[config.mk]
export PLATFORM = sky130hd
export DESIGN_NAME = pwrwk_top
export DESIGN_NICKNAME = d
export VERILOG_FILES = /design/src/common/pwrwk_pkg.sv /design/src/hdl/pwrwk_top.sv
export SDC_FILE = /design/constraint.sdc
export NUM_CORES = 1
export LEC_CHECK = 0
export CORE_UTILIZATION = 55
export DETAILED_ROUTE_END_ITERATION = 16
export DONT_BUFFER_PORTS = 1
export PLACE_DENSITY = 0.79
export SYNTH_ARGS = -nofsm -noshare
export SYNTH_HDL_FRONTEND = slang
export SYNTH_SLANG_ARGS = --single-unit
[constraint.sdc]
create_clock -name clk_i -period 4.8 [get_ports clk_i]
set_clock_uncertainty 0.1 [all_clocks]
set_input_delay 0.24 -clock clk_i [delete_from_list [all_inputs] [get_ports clk_i]]
set_output_delay 0.24 -clock clk_i [all_outputs]
set_load 0.05 [all_outputs]
[src/common/pwrwk_pkg.sv]
`default_nettype none
package pwrwk_pkg;
  // Register byte offsets
  localparam logic [7:0] OFS_CTRL = 8'h00;
  localparam logic [7:0] OFS_STAT = 8'h04;
  localparam logic [7:0] OFS_WKCTL = 8'h08;
  localparam logic [7:0] OFS_WIN = 8'h0c;
  localparam logic [7:0] OFS_PSC = 8'h10;
  localparam logic [7:0] OFS_IRQ_ST = 8'h14;
  localparam logic [7:0] OFS_IRQ_CLR = 8'h18;
  localparam logic [7:0] OFS_IRQ_EN = 8'h1c;
  // Field positions
  localparam int POS_DDS = 1;
  localparam int POS_MON_EN = 4;
  localparam int POS_THR = 5;
  localparam int POS_FLAG = 2;
  localparam int POS_WK_EN = 1;
  localparam int POS_IRQ_WAKE = 0;
  localparam int POS_IRQ_LOW = 1;
  // Reset values
  localparam logic [2:0] RST_THR = 3'h0;
  localparam logic RST_BIT = 1'b0;
  localparam logic [5:0] RST_WIN = 6'h3f;
  localparam logic [3:0] RST_PSC = 4'h0;
  localparam logic [1:0] RST_IRQ = 2'h0;
  // Prescale codes with fixed, non-power-of-two or large ratios
  localparam logic [3:0] PSC_FIRST_DIV = 4'h2;
  localparam logic [3:0] PSC_2048 = 4'hc;
  localparam logic [3:0] PSC_4096 = 4'hd;
  localparam logic [3:0] PSC_10240 = 4'he;
  localparam logic [3:0] PSC_61440 = 4'hf;
  localparam logic [15:0] DIV_2048 = 16'h0800;
  localparam logic [15:0] DIV_4096 = 16'h1000;
  localparam logic [15:0] DIV_10240 = 16'h2800;
  localparam logic [15:0] DIV_61440 = 16'hf000;
  // Nominal time base rate in kHz, for reference by software models
  localparam int LSI_KHZ = 128;

  typedef enum logic [2:0] {
    ST_RUN = 3'h1,
    ST_STANDBY = 3'h2,
    ST_RESET = 3'h4
  } pwrwk_mode_t;

  typedef struct packed {
    logic [7:0] addr;
    logic [31:0] wdata;
    logic we;
    logic re;
  } pwrwk_req_t;

  typedef struct packed {
    logic standby;
    logic sys_reset_req;
    logic fast_osc_sel;
    logic wake_pulse;
  } pwrwk_pm_t;
endpackage
`default_nettype wire

[src/hdl/pwrwk_top.sv]
`timescale 1ns/10ps
`default_nettype none
module pwrwk_top #(
  parameter int PRE_W = 16
) (
  // Clock and reset
  input wire logic clk_i,
  input wire logic rst_i,
  // Register port
  input wire pwrwk_pkg::pwrwk_req_t req_i,
  output logic [31:0] rdata_o,
  // Oscillator and analog
  input wire logic lsi_clk_i,
  input wire logic supply_below_i,
  output logic supply_monitor_on_o,
  output logic [2:0] threshold_select_o,
  // Core and option byte
  input wire logic core_deep_sleep_i,
  input wire logic sleep_req_i,
  input wire logic ext_wake_i,
  input wire logic standby_reset_opt_i,
  output pwrwk_pkg::pwrwk_pm_t pm_o,
  // Interrupt
  output logic irq_o
);
  typedef struct packed {
    logic [2:0] lsi_sync;
    logic lsi_lvl;
    logic [2:0] sup_sync;
    logic sup_lvl;
    logic [2:0] thr;
    logic mon_en;
    logic dds;
    logic flag;
    logic wk_en;
    logic [5:0] win;
    logic [3:0] psc;
    logic [PRE_W-1:0] pre_cnt;
    logic [5:0] wk_cnt;
    logic [1:0] ist;
    logic [1:0] ien;
    logic [31:0] rdata;
    pwrwk_pkg::pwrwk_mode_t mode;
    logic rst_req;
    logic fast_sel;
    logic wake;
  } pwrwk_state_t;

  pwrwk_state_t s_q;
  pwrwk_state_t s_d;

  if (PRE_W < 16) begin : g_chk
    $error("PRE_W must hold a count of 61440");
  end

  // Divide ratio for a prescale code; codes 0 and 1 pass every tick
  function automatic logic [PRE_W-1:0] div_of(input logic [3:0] code);
    logic [15:0] r;
    r = 16'h0001;
    if (code == pwrwk_pkg::PSC_2048) begin
      r = pwrwk_pkg::DIV_2048;
    end else if (code == pwrwk_pkg::PSC_4096) begin
      r = pwrwk_pkg::DIV_4096;
    end else if (code == pwrwk_pkg::PSC_10240) begin
      r = pwrwk_pkg::DIV_10240;
    end else if (code == pwrwk_pkg::PSC_61440) begin
      r = pwrwk_pkg::DIV_61440;
    end else if (code >= pwrwk_pkg::PSC_FIRST_DIV) begin
      r = 16'h0001 << (code - 4'h1);
    end
    return PRE_W'(r);
  endfunction

  logic lsi_tick;
  logic wk_tick;
  logic wk_match;
  logic low_rise;
  logic enter;
  logic woke;
  logic [PRE_W-1:0] div;

  always_comb begin
    s_d = s_q;
    s_d.rst_req = 1'b0;
    s_d.fast_sel = 1'b0;
    s_d.wake = 1'b0;
    s_d.rdata = 32'h0;
    // Oscillator and detector inputs: three stages, change taken when last two agree
    s_d.lsi_sync = {s_q.lsi_sync[1:0], lsi_clk_i};
    s_d.sup_sync = {s_q.sup_sync[1:0], supply_below_i};
    if (s_q.lsi_sync[1] == s_q.lsi_sync[2]) begin
      s_d.lsi_lvl = s_q.lsi_sync[2];
    end
    if (s_q.sup_sync[1] == s_q.sup_sync[2]) begin
      s_d.sup_lvl = s_q.sup_sync[2];
    end
    // One tick per rising edge of the slow oscillator
    lsi_tick = s_d.lsi_lvl & ~s_q.lsi_lvl;
    // Flag follows the detector only while monitoring; otherwise it holds 0
    s_d.flag = s_q.mon_en & s_q.sup_lvl;
    low_rise = s_d.flag & ~s_q.flag;

    div = div_of(s_q.psc);
    wk_tick = 1'b0;
    wk_match = 1'b0;
    if (!s_q.wk_en) begin
      s_d.pre_cnt = '0;
      s_d.wk_cnt = 6'h0;
    end else if (lsi_tick) begin
      if (s_q.pre_cnt >= div - PRE_W'(1)) begin
        s_d.pre_cnt = '0;
        wk_tick = 1'b1;
      end else begin
        s_d.pre_cnt = s_q.pre_cnt + PRE_W'(1);
      end
    end
    if (wk_tick) begin
      if (s_q.wk_cnt == s_q.win) begin
        wk_match = 1'b1;
        s_d.wk_cnt = 6'h0;
      end else begin
        s_d.wk_cnt = s_q.wk_cnt + 6'h1;
      end
    end
    s_d.wake = wk_match;

    // Standby sequencing; core signals software's deep sleep choice
    enter = sleep_req_i & core_deep_sleep_i & s_q.dds;
    woke = 1'b0;
    case (s_q.mode)
      pwrwk_pkg::ST_RUN: begin
        if (enter && standby_reset_opt_i) begin
          s_d.mode = pwrwk_pkg::ST_RESET;
          s_d.rst_req = 1'b1;
        end else if (enter) begin
          s_d.mode = pwrwk_pkg::ST_STANDBY;
        end
      end
      pwrwk_pkg::ST_STANDBY: begin
        if (wk_match || ext_wake_i) begin
          s_d.mode = pwrwk_pkg::ST_RUN;
          s_d.fast_sel = 1'b1;
          woke = 1'b1;
        end
      end
      pwrwk_pkg::ST_RESET: begin
        // Held until the system reset returns the block to run state
        s_d.rst_req = 1'b1;
      end
      default: begin
        s_d.mode = pwrwk_pkg::ST_RUN;
      end
    endcase
    // Control register reinitialises on wake; status and timer keep their values
    if (woke) begin
      s_d.thr = pwrwk_pkg::RST_THR;
      s_d.mon_en = pwrwk_pkg::RST_BIT;
      s_d.dds = pwrwk_pkg::RST_BIT;
    end

    // Register writes
    if (req_i.we) begin
      if (req_i.addr == pwrwk_pkg::OFS_CTRL) begin
        s_d.thr = req_i.wdata[pwrwk_pkg::POS_THR +: 3];
        s_d.mon_en = req_i.wdata[pwrwk_pkg::POS_MON_EN];
        s_d.dds = req_i.wdata[pwrwk_pkg::POS_DDS];
      end else if (req_i.addr == pwrwk_pkg::OFS_WKCTL) begin
        s_d.wk_en = req_i.wdata[pwrwk_pkg::POS_WK_EN];
      end else if (req_i.addr == pwrwk_pkg::OFS_WIN) begin
        s_d.win = req_i.wdata[5:0];
      end else if (req_i.addr == pwrwk_pkg::OFS_PSC) begin
        s_d.psc = req_i.wdata[3:0];
      end else if (req_i.addr == pwrwk_pkg::OFS_IRQ_CLR) begin
        s_d.ist = s_q.ist & ~req_i.wdata[1:0];
      end else if (req_i.addr == pwrwk_pkg::OFS_IRQ_EN) begin
        s_d.ien = req_i.wdata[1:0];
      end
    end
    // Events set after the clear so a coincident event is kept
    if (wk_match) begin
      s_d.ist[pwrwk_pkg::POS_IRQ_WAKE] = 1'b1;
    end
    if (low_rise) begin
      s_d.ist[pwrwk_pkg::POS_IRQ_LOW] = 1'b1;
    end

    // Register reads; unmapped and write-only offsets read zero
    if (req_i.re) begin
      if (req_i.addr == pwrwk_pkg::OFS_CTRL) begin
        s_d.rdata[pwrwk_pkg::POS_THR +: 3] = s_q.thr;
        s_d.rdata[pwrwk_pkg::POS_MON_EN] = s_q.mon_en;
        s_d.rdata[pwrwk_pkg::POS_DDS] = s_q.dds;
      end else if (req_i.addr == pwrwk_pkg::OFS_STAT) begin
        s_d.rdata[pwrwk_pkg::POS_FLAG] = s_q.flag;
      end else if (req_i.addr == pwrwk_pkg::OFS_WKCTL) begin
        s_d.rdata[pwrwk_pkg::POS_WK_EN] = s_q.wk_en;
      end else if (req_i.addr == pwrwk_pkg::OFS_WIN) begin
        s_d.rdata[5:0] = s_q.win;
      end else if (req_i.addr == pwrwk_pkg::OFS_PSC) begin
        s_d.rdata[3:0] = s_q.psc;
      end else if (req_i.addr == pwrwk_pkg::OFS_IRQ_ST) begin
        s_d.rdata[1:0] = s_q.ist;
      end else if (req_i.addr == pwrwk_pkg::OFS_IRQ_EN) begin
        s_d.rdata[1:0] = s_q.ien;
      end
    end
  end

  always_ff @(posedge clk_i) begin
    if (rst_i) begin
      s_q.lsi_sync <= 3'h0;
      s_q.lsi_lvl <= 1'b0;
      s_q.sup_sync <= 3'h0;
      s_q.sup_lvl <= 1'b0;
      s_q.thr <= pwrwk_pkg::RST_THR;
      s_q.mon_en <= pwrwk_pkg::RST_BIT;
      s_q.dds <= pwrwk_pkg::RST_BIT;
      s_q.flag <= pwrwk_pkg::RST_BIT;
      s_q.wk_en <= pwrwk_pkg::RST_BIT;
      s_q.win <= pwrwk_pkg::RST_WIN;
      s_q.psc <= pwrwk_pkg::RST_PSC;
      s_q.pre_cnt <= '0;
      s_q.wk_cnt <= 6'h0;
      s_q.ist <= pwrwk_pkg::RST_IRQ;
      s_q.ien <= pwrwk_pkg::RST_IRQ;
      s_q.rdata <= 32'h0;
      s_q.mode <= pwrwk_pkg::ST_RUN;
      s_q.rst_req <= 1'b0;
      s_q.fast_sel <= 1'b0;
      s_q.wake <= 1'b0;
    end else begin
      s_q <= s_d;
    end
  end

  assign rdata_o = s_q.rdata;
  assign supply_monitor_on_o = s_q.mon_en;
  assign threshold_select_o = s_q.thr;
  assign pm_o.standby = (s_q.mode == pwrwk_pkg::ST_STANDBY);
  assign pm_o.sys_reset_req = s_q.rst_req;
  assign pm_o.fast_osc_sel = s_q.fast_sel;
  assign pm_o.wake_pulse = s_q.wake;
  assign irq_o = |(s_q.ist & s_q.ien);
endmodule
`default_nettype wire

# After elaboration in Yosys (flattened, before gate mapping)

Cells that the tools add are included.
W data, S select, Z words.

Bits in registers: 89
Input port bits: 50
Output and inout bits: 41
Logic and storage cells: 148

Add/sub/neg operators: 4
Order comparisons: 2
Equal/unequal tests: 28
Shift-type cells: 1
Multiplexer cells: 50
Bitwise logic cells: 18
Reduce and logical (&&, ||, !) cells: 20

Operators with widths:

| operator                | count |
|---|---|
| $mux W16                | 6 |
| $eq A8 B5 Y1 const B    | 4 |
| $mux W4                 | 7 |
| $mux W2                 | 10 |
| $mux W6                 | 3 |
| $add A16 B1 Y16 const B | 1 |
| $eq A4 B4 Y1 const B    | 4 |
| $eq A8 B4 Y1 const B    | 2 |
| $ge A16 B16 Y1          | 1 |
| $ne A2 B2 Y1 const B    | 8 |
| $shl A1 B4 Y16 const A  | 1 |
| $sub A16 B1 Y16 const B | 1 |
| $mux W1                 | 15 |
| $mux W5                 | 3 |
| $mux W3                 | 4 |
| $reduce_and A6 Y1       | 2 |
| $not A1 Y1              | 10 |
| $pmux W3 S3             | 1 |
| $eq A8 B3 Y1 const B    | 1 |
| $logic_not A8 Y1        | 1 |
| $reduce_bool A2 Y1      | 4 |
| $reduce_and A7 Y1       | 1 |
| $add A6 B1 Y6 const B   | 1 |
| $eq A6 B6 Y1            | 1 |
| other kinds (20)        | 31 |

# Longest topological paths before layout

Gate-level depths: netlist of run 1.

Depth in word-level cells: 19
Gate-level depth with buffers: 16

# Least setup slack after synthesis of run 1

OpenSTA, ideal clock, no wires.

Path kind: register -> register
Start: reg s_q[66] in the netlist's numbering
End: reg s_q[76] in the netlist's numbering
Library setup time: 0.117 ns
Arrival time: 3.502 ns
Data required time: 4.583 ns
Slack: 1.081 ns
Cell stages (with the launch flop): 14
Path buffers: 2
Period minus slack after synthesis: 3.719 ns
Cells stage by stage: dfxtp_1 -> clkbuf_1 -> clkbuf_1 -> or3_1 -> ha_1 -> nand2b_1 -> o21a_1 -> ha_1 -> nand4_1 -> or4_1 -> o32a_1 -> a31oi_4 -> a41oi_2 -> a22o_1

Word-level cells in the longest chain between the ends: 19
Elaborated cells between the ends (all ways): 24
Those cells by class: 2 x add/sub; 2 x order compare; 4 x eq/ne; 1 x shift; 14 x mux; 1 x reduce/logical

RTL lines:

| what                   | line             | text |
|---|---|---|
| from (decl)            | pwrwk_top.sv:49  | `pwrwk_state_t s_q;` |
| $sub A4 B1 Y4          | pwrwk_top.sv:69  | `r = 16'h0001 << (code - 4'h1);` |
| $shl A1 B4 Y16         | pwrwk_top.sv:69  |  |
| $mux W16               | pwrwk_top.sv:68  | `end else if (code >= pwrwk_pkg::PSC_FIRST_DIV) begin` |
| $mux W16               | pwrwk_top.sv:66  | `end else if (code == pwrwk_pkg::PSC_61440) begin` |
| $mux W16               | pwrwk_top.sv:64  | `end else if (code == pwrwk_pkg::PSC_10240) begin` |
| $mux W16               | pwrwk_top.sv:62  | `end else if (code == pwrwk_pkg::PSC_4096) begin` |
| $mux W16 (*)           | pwrwk_top.sv:60  | `if (code == pwrwk_pkg::PSC_2048) begin` |
| $sub A16 B1 Y16 (*)    | pwrwk_top.sv:110 | `if (s_q.pre_cnt >= div - PRE_W'(1)) begin` |
| (+3 left out)          | -                |  |
| $mux W1 (*)            | pwrwk_top.sv:106 | `if (!s_q.wk_en) begin` |
| $mux W1 (*)            | pwrwk_top.sv:117 | `if (wk_tick) begin` |
| $logic_or A1 B1 Y1 (*) | pwrwk_top.sv:140 | `if (wk_match \|\| ext_wake_i) begin` |
| $mux W1 (*)            | pwrwk_top.sv:140 |  |
| $mux W1 (*)            | -                |  |
| $mux W5 (*)            | pwrwk_top.sv:155 | `if (woke) begin` |
| $mux W5                | pwrwk_top.sv:163 | `if (req_i.addr == pwrwk_pkg::OFS_CTRL) begin` |
| $mux W5 (*)            | pwrwk_top.sv:162 | `if (req_i.we) begin` |

Mark *: on every way between the ends. The rest lies on a longest branch, timed or not.
A chain may end at the register's enable or synchronous reset.

# Final worst setup path of run 1

Start: reg s_q[67] in the netlist's numbering
End: reg s_q (netlist bit pm_o[1])

Word-level cells in the longest chain between the ends: 16
Elaborated cells between the ends (all ways): 21
Those cells by class: 2 x add/sub; 2 x order compare; 4 x eq/ne; 1 x shift; 11 x mux; 1 x reduce/logical

RTL lines:

| what                   | line             | text |
|---|---|---|
| $sub A4 B1 Y4          | pwrwk_top.sv:69  |  |
| $shl A1 B4 Y16         | pwrwk_top.sv:69  |  |
| $mux W16               | pwrwk_top.sv:68  |  |
| $mux W16               | pwrwk_top.sv:66  |  |
| $mux W16               | pwrwk_top.sv:64  |  |
| $mux W16               | pwrwk_top.sv:62  |  |
| $mux W16 (*)           | pwrwk_top.sv:60  |  |
| $sub A16 B1 Y16 (*)    | pwrwk_top.sv:110 |  |
| $ge A16 B16 Y1 (*)     | pwrwk_top.sv:110 |  |
| $mux W1 (*)            | pwrwk_top.sv:110 |  |
| $mux W1 (*)            | pwrwk_top.sv:109 | `end else if (lsi_tick) begin` |
| $mux W1 (*)            | pwrwk_top.sv:106 |  |
| $mux W1 (*)            | pwrwk_top.sv:117 |  |
| $logic_or A1 B1 Y1 (*) | pwrwk_top.sv:140 |  |
| $mux W1 (*)            | pwrwk_top.sv:140 |  |
| $mux W1 (*)            | -                |  |

Marked as above.

==> run metrics, run 1 <==
category of the most critical setup path=register to register; Setup Viol. Count Final=0; mapped cell area=around 0.0036 mm2; ratio of cells with drive above 1 in the final layout=0.06618; Design Area, Final=around 0.0038 mm2; Post-Place Worst Slack=537.6 ps; Top FF cell, synth=dfxtp_1; ANT nets after route=0; via count=about 2800; CP Capture Type=register; number of cells after detailed placement=approximately 450; worst hold path type=input port to register; Row Count=29; final wirelength=around 7300 um; detailed-router iteration count before antenna repair=5; leakage power=approximately 1.5 nW; measured slew at the worst slew-check pin=1110 ps; Setup TNS=0 ps; DIE WIDTH=between 80 and 90 um; commonest non-fill, non-tap cells in the layout=dfxtp_1 (65), nor2_1 (42), nand2_1 (28); Post-DP HPWL=about 4800 um; later-pin clock latency in the skew report=350 ps; # nets final=472; Syn-to-layout area delta=6.106%; synthesis warning total=0; GRT Resource Usage Total=0.2191; largest net degree at the start of global routing=31; top post-synthesis cells by area=dfxtp_1 (36%), buf_4 (8.6%), ha_1 (6.6%), nor2_1 (4.4%), nand2_1 (2.9%); unrepaired setup endpoints after global routing=false; vias in the first global route=around 2500; Clock transition at path regs=around 80 ps; Gates resized, CTS repair=0; Avg WL per Cell=between 10 and 15 um; Rel. slew slack=0.2573; htree depth=3; Post-synth EDFFs=0; Cells after Synth=409; area leader, netlist=dfxtp_1; 1st-iter DRT viols=between 200 and 250; startpoint types=register; total congestion overflow=0; CORE AREA=0.006314 mm2; Max VDD drop=between 150 and 200 uV; Layout Cells excl Fill=485; io pins=91; initial core utilization=0.5680; global-route wire length before repair=approximately 11000 um; Async SR Flop Fraction=0; Worst EP arrival=about 4700 ps; Synth top area share=0.3629; diode count=0; Die Span Y=about 83 um; I/O Buffers=0; final-report hold violation count=0; Remaining DRCs=0; Post-CTS Setup Bufs=0; routability cong.=between 0.8 and 0.9; CP Max Fanout=18; PnR worst setup slack=325.7 ps; syn_area_per_cell=approximately 8.8 um2; vias per cell=roughly 5.9; TritonCTS Buffers=9; most common cell after layout, fill and taps aside=dfxtp_1; DP Area=around 0.0034 mm2; CP required=roughly 5000 ps; antenna violations before repair=0; minimum clock period=around 4500 ps; post-synth cell types=54; Final period util=0.9321; status=finished, final reports clean; register area share after synthesis=0.3629; fin util=0.6027; clk root buf=clkbuf_8; power per cell area=between 300 and 400 mW/mm2; maximum root-to-sink buffer count=2; die area=approximately 0.007 mm2; CTS tree=done; CTS Sinks=65; # fillers=roughly 510; FMAX=roughly 220 MHz; FF+latch count, synth=65; max-cap violation count=0; Max Slew Vio Count=0
[per-stage QoR]
stage | power [mW] | hold WS (ps)
2_1_floorplan | 0.6299 | 257.9
3_3_place_gp | 0.6096 | 212.7
3_5_place_dp | 0.6102 | 214.4
4_1_cts | 1.153 | 2.821
5_1_grt | 1.180 | 16.04
6_report | 1.145 | 6.902
[synth_stat cells (all sizes together), types with 2 or more instances]
cell / count
dfxtp: 65
buf: 43
nor2: 42
nand2: 28
nand3: 20
ha: 19
nor2b: 16
a21oi: 15
clkbuf: 15
xor2: 12
nand2b: 10
o21ai: 9
mux2i: 8
xnor2: 8
a211o: 7
a22o: 7
nand4: 7
nor3: 7
o21a: 7
and3: 5
nor4b: 5
a21boi: 4
a31oi: 4
and2: 4
nor3b: 4
a211oi: 3
a32oi: 3
and4: 3
nand3b: 3
a21o: 2
and3b: 2
inv: 2
mux2: 2
o31ai: 2
or2: 2
[registers in the layout (all words and copies together), names as in the netlist]
name,cells
s_q,46
pm_o,3
s_d,4
supply_monitor_on_o,1
threshold_select_o,3
rdata_o,8
[per-layer routing]
| layer | vias up | track usage | share of wire |
|---|---|---|---|
| met4 | 0 | 0.1000 | 0.021 |
| met2 | 105 | 0.3385 | 0.46 |
| met5 | - | 0 | 0 |
| met1 | 1346 | 0.2766 | 0.47 |
| li1 | 1375 | - | - |
| met3 | 14 | 0.06923 | 0.057 |
[final timing paths]
path                   startpoint                    to  slack (ps)  cells past startpoint
max reg2reg  s_q[67]$_SDFFE_PP0P_    pm_o[1]$_SDFF_PP0_         330                     13
min reg2reg    s_d[83]$_SDFF_PP0_    s_d[84]$_SDFF_PP0_         350                      1
max          s_q[67]$_SDFFE_PP0P_    pm_o[1]$_SDFF_PP0_         330                     13
min                      req_i[3]  s_q[41]$_SDFFE_PP0P_           7                      3
[area by class of cell]
cell class | count | area (um2) | area share
Tap cell | 77 | 96.34 | 0.02532
Sequential cell | 65 | 1301 | 0.3420
Multi-Input combinational cell | 307 | 1996 | 0.5245
Clock buffer | 9 | 123.9 | 0.03256
Timing Repair Buffer | 18 | 177.7 | 0.04670
Inverter | 2 | 7.507 | 0.001973
Clock inverter | 7 | 102.6 | 0.02696
[power by group]
part | leakage [nW] | switching, mW | internal, mW
logic | 0.832 | 0.0567 | 0.0158
clock network | 0.116 | 0.231 | 0.298
registers | 0.525 | 0.00177 | 0.541
[timing repair]
item / in CTS / in global routing
hold buffers: 17 / 0
hold endpoints to repair: 39 / 0
setup endpoints to repair: 0 / 0
[cells by family after synthesis]
group	Yosys count	synth area share
AO/OA/AOI/OAI	70	0.1431
XOR/XNOR	20	0.04885
adder cells (fa/ha/maj)	19	0.06630
buffers and inverters	60	0.1061
flip-flops	65	0.3629
multiplexers	10	0.02861
other	1	0.001046
AND/OR/NAND/NOR	164	0.2432
[critical path, cell delays in order, from the launching register on]
cell	delay [ps]
dfxtp_1	480
or3_1	480
ha_1	270
nand2b_1	220
nor4b_1	320
a21oi_1	100
ha_1	290
nand2_1	40
or4_1	400
o32a_1	330
a31oi_4	450
a31oi_1	200
nor3b_2	170
dlygate4sd3_1	560
(Power assumes the default switching activity.)
==> run 2: changes to the inputs <==
Settings changed: PLACE_DENSITY 0.79 to 0.82.
Clock period 4.8 ns to 4.03 ns, I/O delays scaled along.
==> run 2 against run 1 <==
Via count rose by 0.53%. Die area did not move. Register-to-register slack got worse by 110 ps. Power rose by 14%. Combinational power rose by 24%. Critical endpoint is now s_q[45]$_SDFFE_PP0P_. Clock power rose by 7.2%. Critical path type unchanged.
==> run metrics, run 2 (same netlist as run 1, synthesis figures left out) <==
status=finished, final reports clean; worst hold path stage count=2; Avg WL per Cell=approximately 15 um; Syn-to-layout area delta=8.130%; largest net degree at the start of global routing=34; later-pin clock latency in the skew report=approximately 360 ps; CTS tree=done; measured slew at the worst slew-check pin=between 1000 and 1500 ps; final-report hold violation count=0; hold slack final=12.64 ps; Setup TNS=0 ps; initial core utilization=0.5680; clk root buf=clkbuf_8; FMAX=~260 MHz; PnR worst setup slack=~220 ps; ratio of cells with drive above 1 in the final layout=0.08373; Clock transition at path regs=about 80 ps; category of the most critical setup path=register to register; io pins=just over 90; CORE AREA=between 0.006 and 0.007 mm2; number of cells after detailed placement=between 400 and 500; Worst EP arrival=4020 ps; Die Span Y=just over 80 um; maximum root-to-sink buffer count=2; CP required=between 4000 and 5000 ps; CTS Sinks=65; Max VDD drop=314.0 uV; Final period util=0.9465; CP Max Fanout=12; Post-Place Worst Slack=220.0 ps; via count=2855; most common cell after layout, fill and taps aside=dfxtp_1; Layout Cells excl Fill=between 400 and 500; final wirelength=7534 um; leakage power=around 1.5 nW; detailed-router iteration count before antenna repair=4; max reg flops=46; htree depth=3; Rel. slew slack=0.2095; largest reg by FF count=s_q; 1st-iter DRT viols=about 220; slowest stage delay, CP=approximately 540 ps; vias per cell=a little under 6; routability cong.=between 0.8 and 0.9; commonest non-fill, non-tap cells in the layout=dfxtp_1 (65), nor2_1 (42), nand2_1 (28); global-route wire length before repair=11850 um; diode count=0; die area=between 0.006 and 0.007 mm2; DIE WIDTH=between 80 and 90 um; worst hold path type=input port to register; Remaining DRCs=0; Post-DP HPWL=~5000 um; FF-to-FF path depth=12; Max Slew Vio Count=0; startpoint types=register; Setup Viol. Count Final=0; max-cap violation count=0; I/O Buffers=0; power per cell area=approximately 340 mW/mm2; fin util=0.6142; minimum clock period=3814 ps; vias in the first global route=around 2600; ANT nets after route=0; CP Capture Type=register; total congestion overflow=0; Row Count=29; # nets final=approximately 480; crit path cell chain=or3_1, ha_1, nand2b_1, o21a_1, ha_1, nand4_1, or4_1, o32a_1, a31oi_4, buf_4, nor4b_1, o21a_1; Max stage delay cell, worst path=or4_1; GRT Resource Usage Total=0.2295; antenna violations before repair=0; TritonCTS Buffers=9; unrepaired setup endpoints after global routing=false
run 2: cell types whose count changed in the layout (fill, tap and decap cells not counted), sizes merged:
cell | previous run | this run
dlygate4sd3 | 17 | 21
bufinv | 2 | 1
clkinvlp | 0 | 1
buf | 1 | 7
run 2: area by class of cell:
| cell class | count | area [um2] |
|---|---|---|
| multi-input cells | 307 | 2008 |
| well taps | 77 | 96.34 |
| repair buffers | 28 | 262.8 |
| inverters | 2 | 7.507 |
| flip-flops and latches | 65 | 1301 |
| clock buffers | 9 | 123.9 |
| clock inverters | 7 | 77.57 |
| fillers | 528 | 2436 |
run 2: report_power, final:
part	switching, mW	total (mW)	internal, mW
registers	0.00194	0.646	0.645
logic	0.0692	0.0902	0.0210
clock network	0.277	0.568	0.290
total	0.348	1.30	0.956
run 2: metal layers:
metal | global-route usage | routed length, um
met2 | 0.3484 | 3589
met1 | 0.2852 | 3307
met5 | 0 | 0
met4 | 0.1397 | 125
met3 | 0.06593 | 512
run 2: stage by stage:
step / instance area, um2 / power (mW)
after detailed placement: 3453 / 0.7267
after global routing: 3877 / 1.350
final: 3877 / 1.304
after floorplan: 3672 / 0.7503
after global placement: 3453 / 0.7260
after CTS: 3865 / 1.309
run 2: what timing repair did:
item | CTS | global route
setup endpoints to repair | 0 | 2
endpoints found under the hold margin | 41 | 0
hold buffers | 21 | 0
resized for setup | 0 | 2
buffers inserted | 0 | 0
run 2: worst paths after layout:
path | start | to | slack (ps)
max | s_q[67]$_SDFFE_PP0P_ | s_q[45]$_SDFFE_PP0P_ | 220
max reg2reg | s_q[67]$_SDFFE_PP0P_ | s_q[45]$_SDFFE_PP0P_ | 220
min | req_i[38] | rdata_o[2]$_SDFF_PP0_ | 10
min reg2reg | s_d[83]$_SDFF_PP0_ | s_d[84]$_SDFF_PP0_ | 340
run 2: critical path: cells and delay by family, from the launching register on:
kind	cells	cell delay, ps
DFF	1	350
AOI/OAI and AO/OA	4	1010
adders and majority gates	2	530
and+or+nand+nor	5	1520
buffers and inverters	1	240
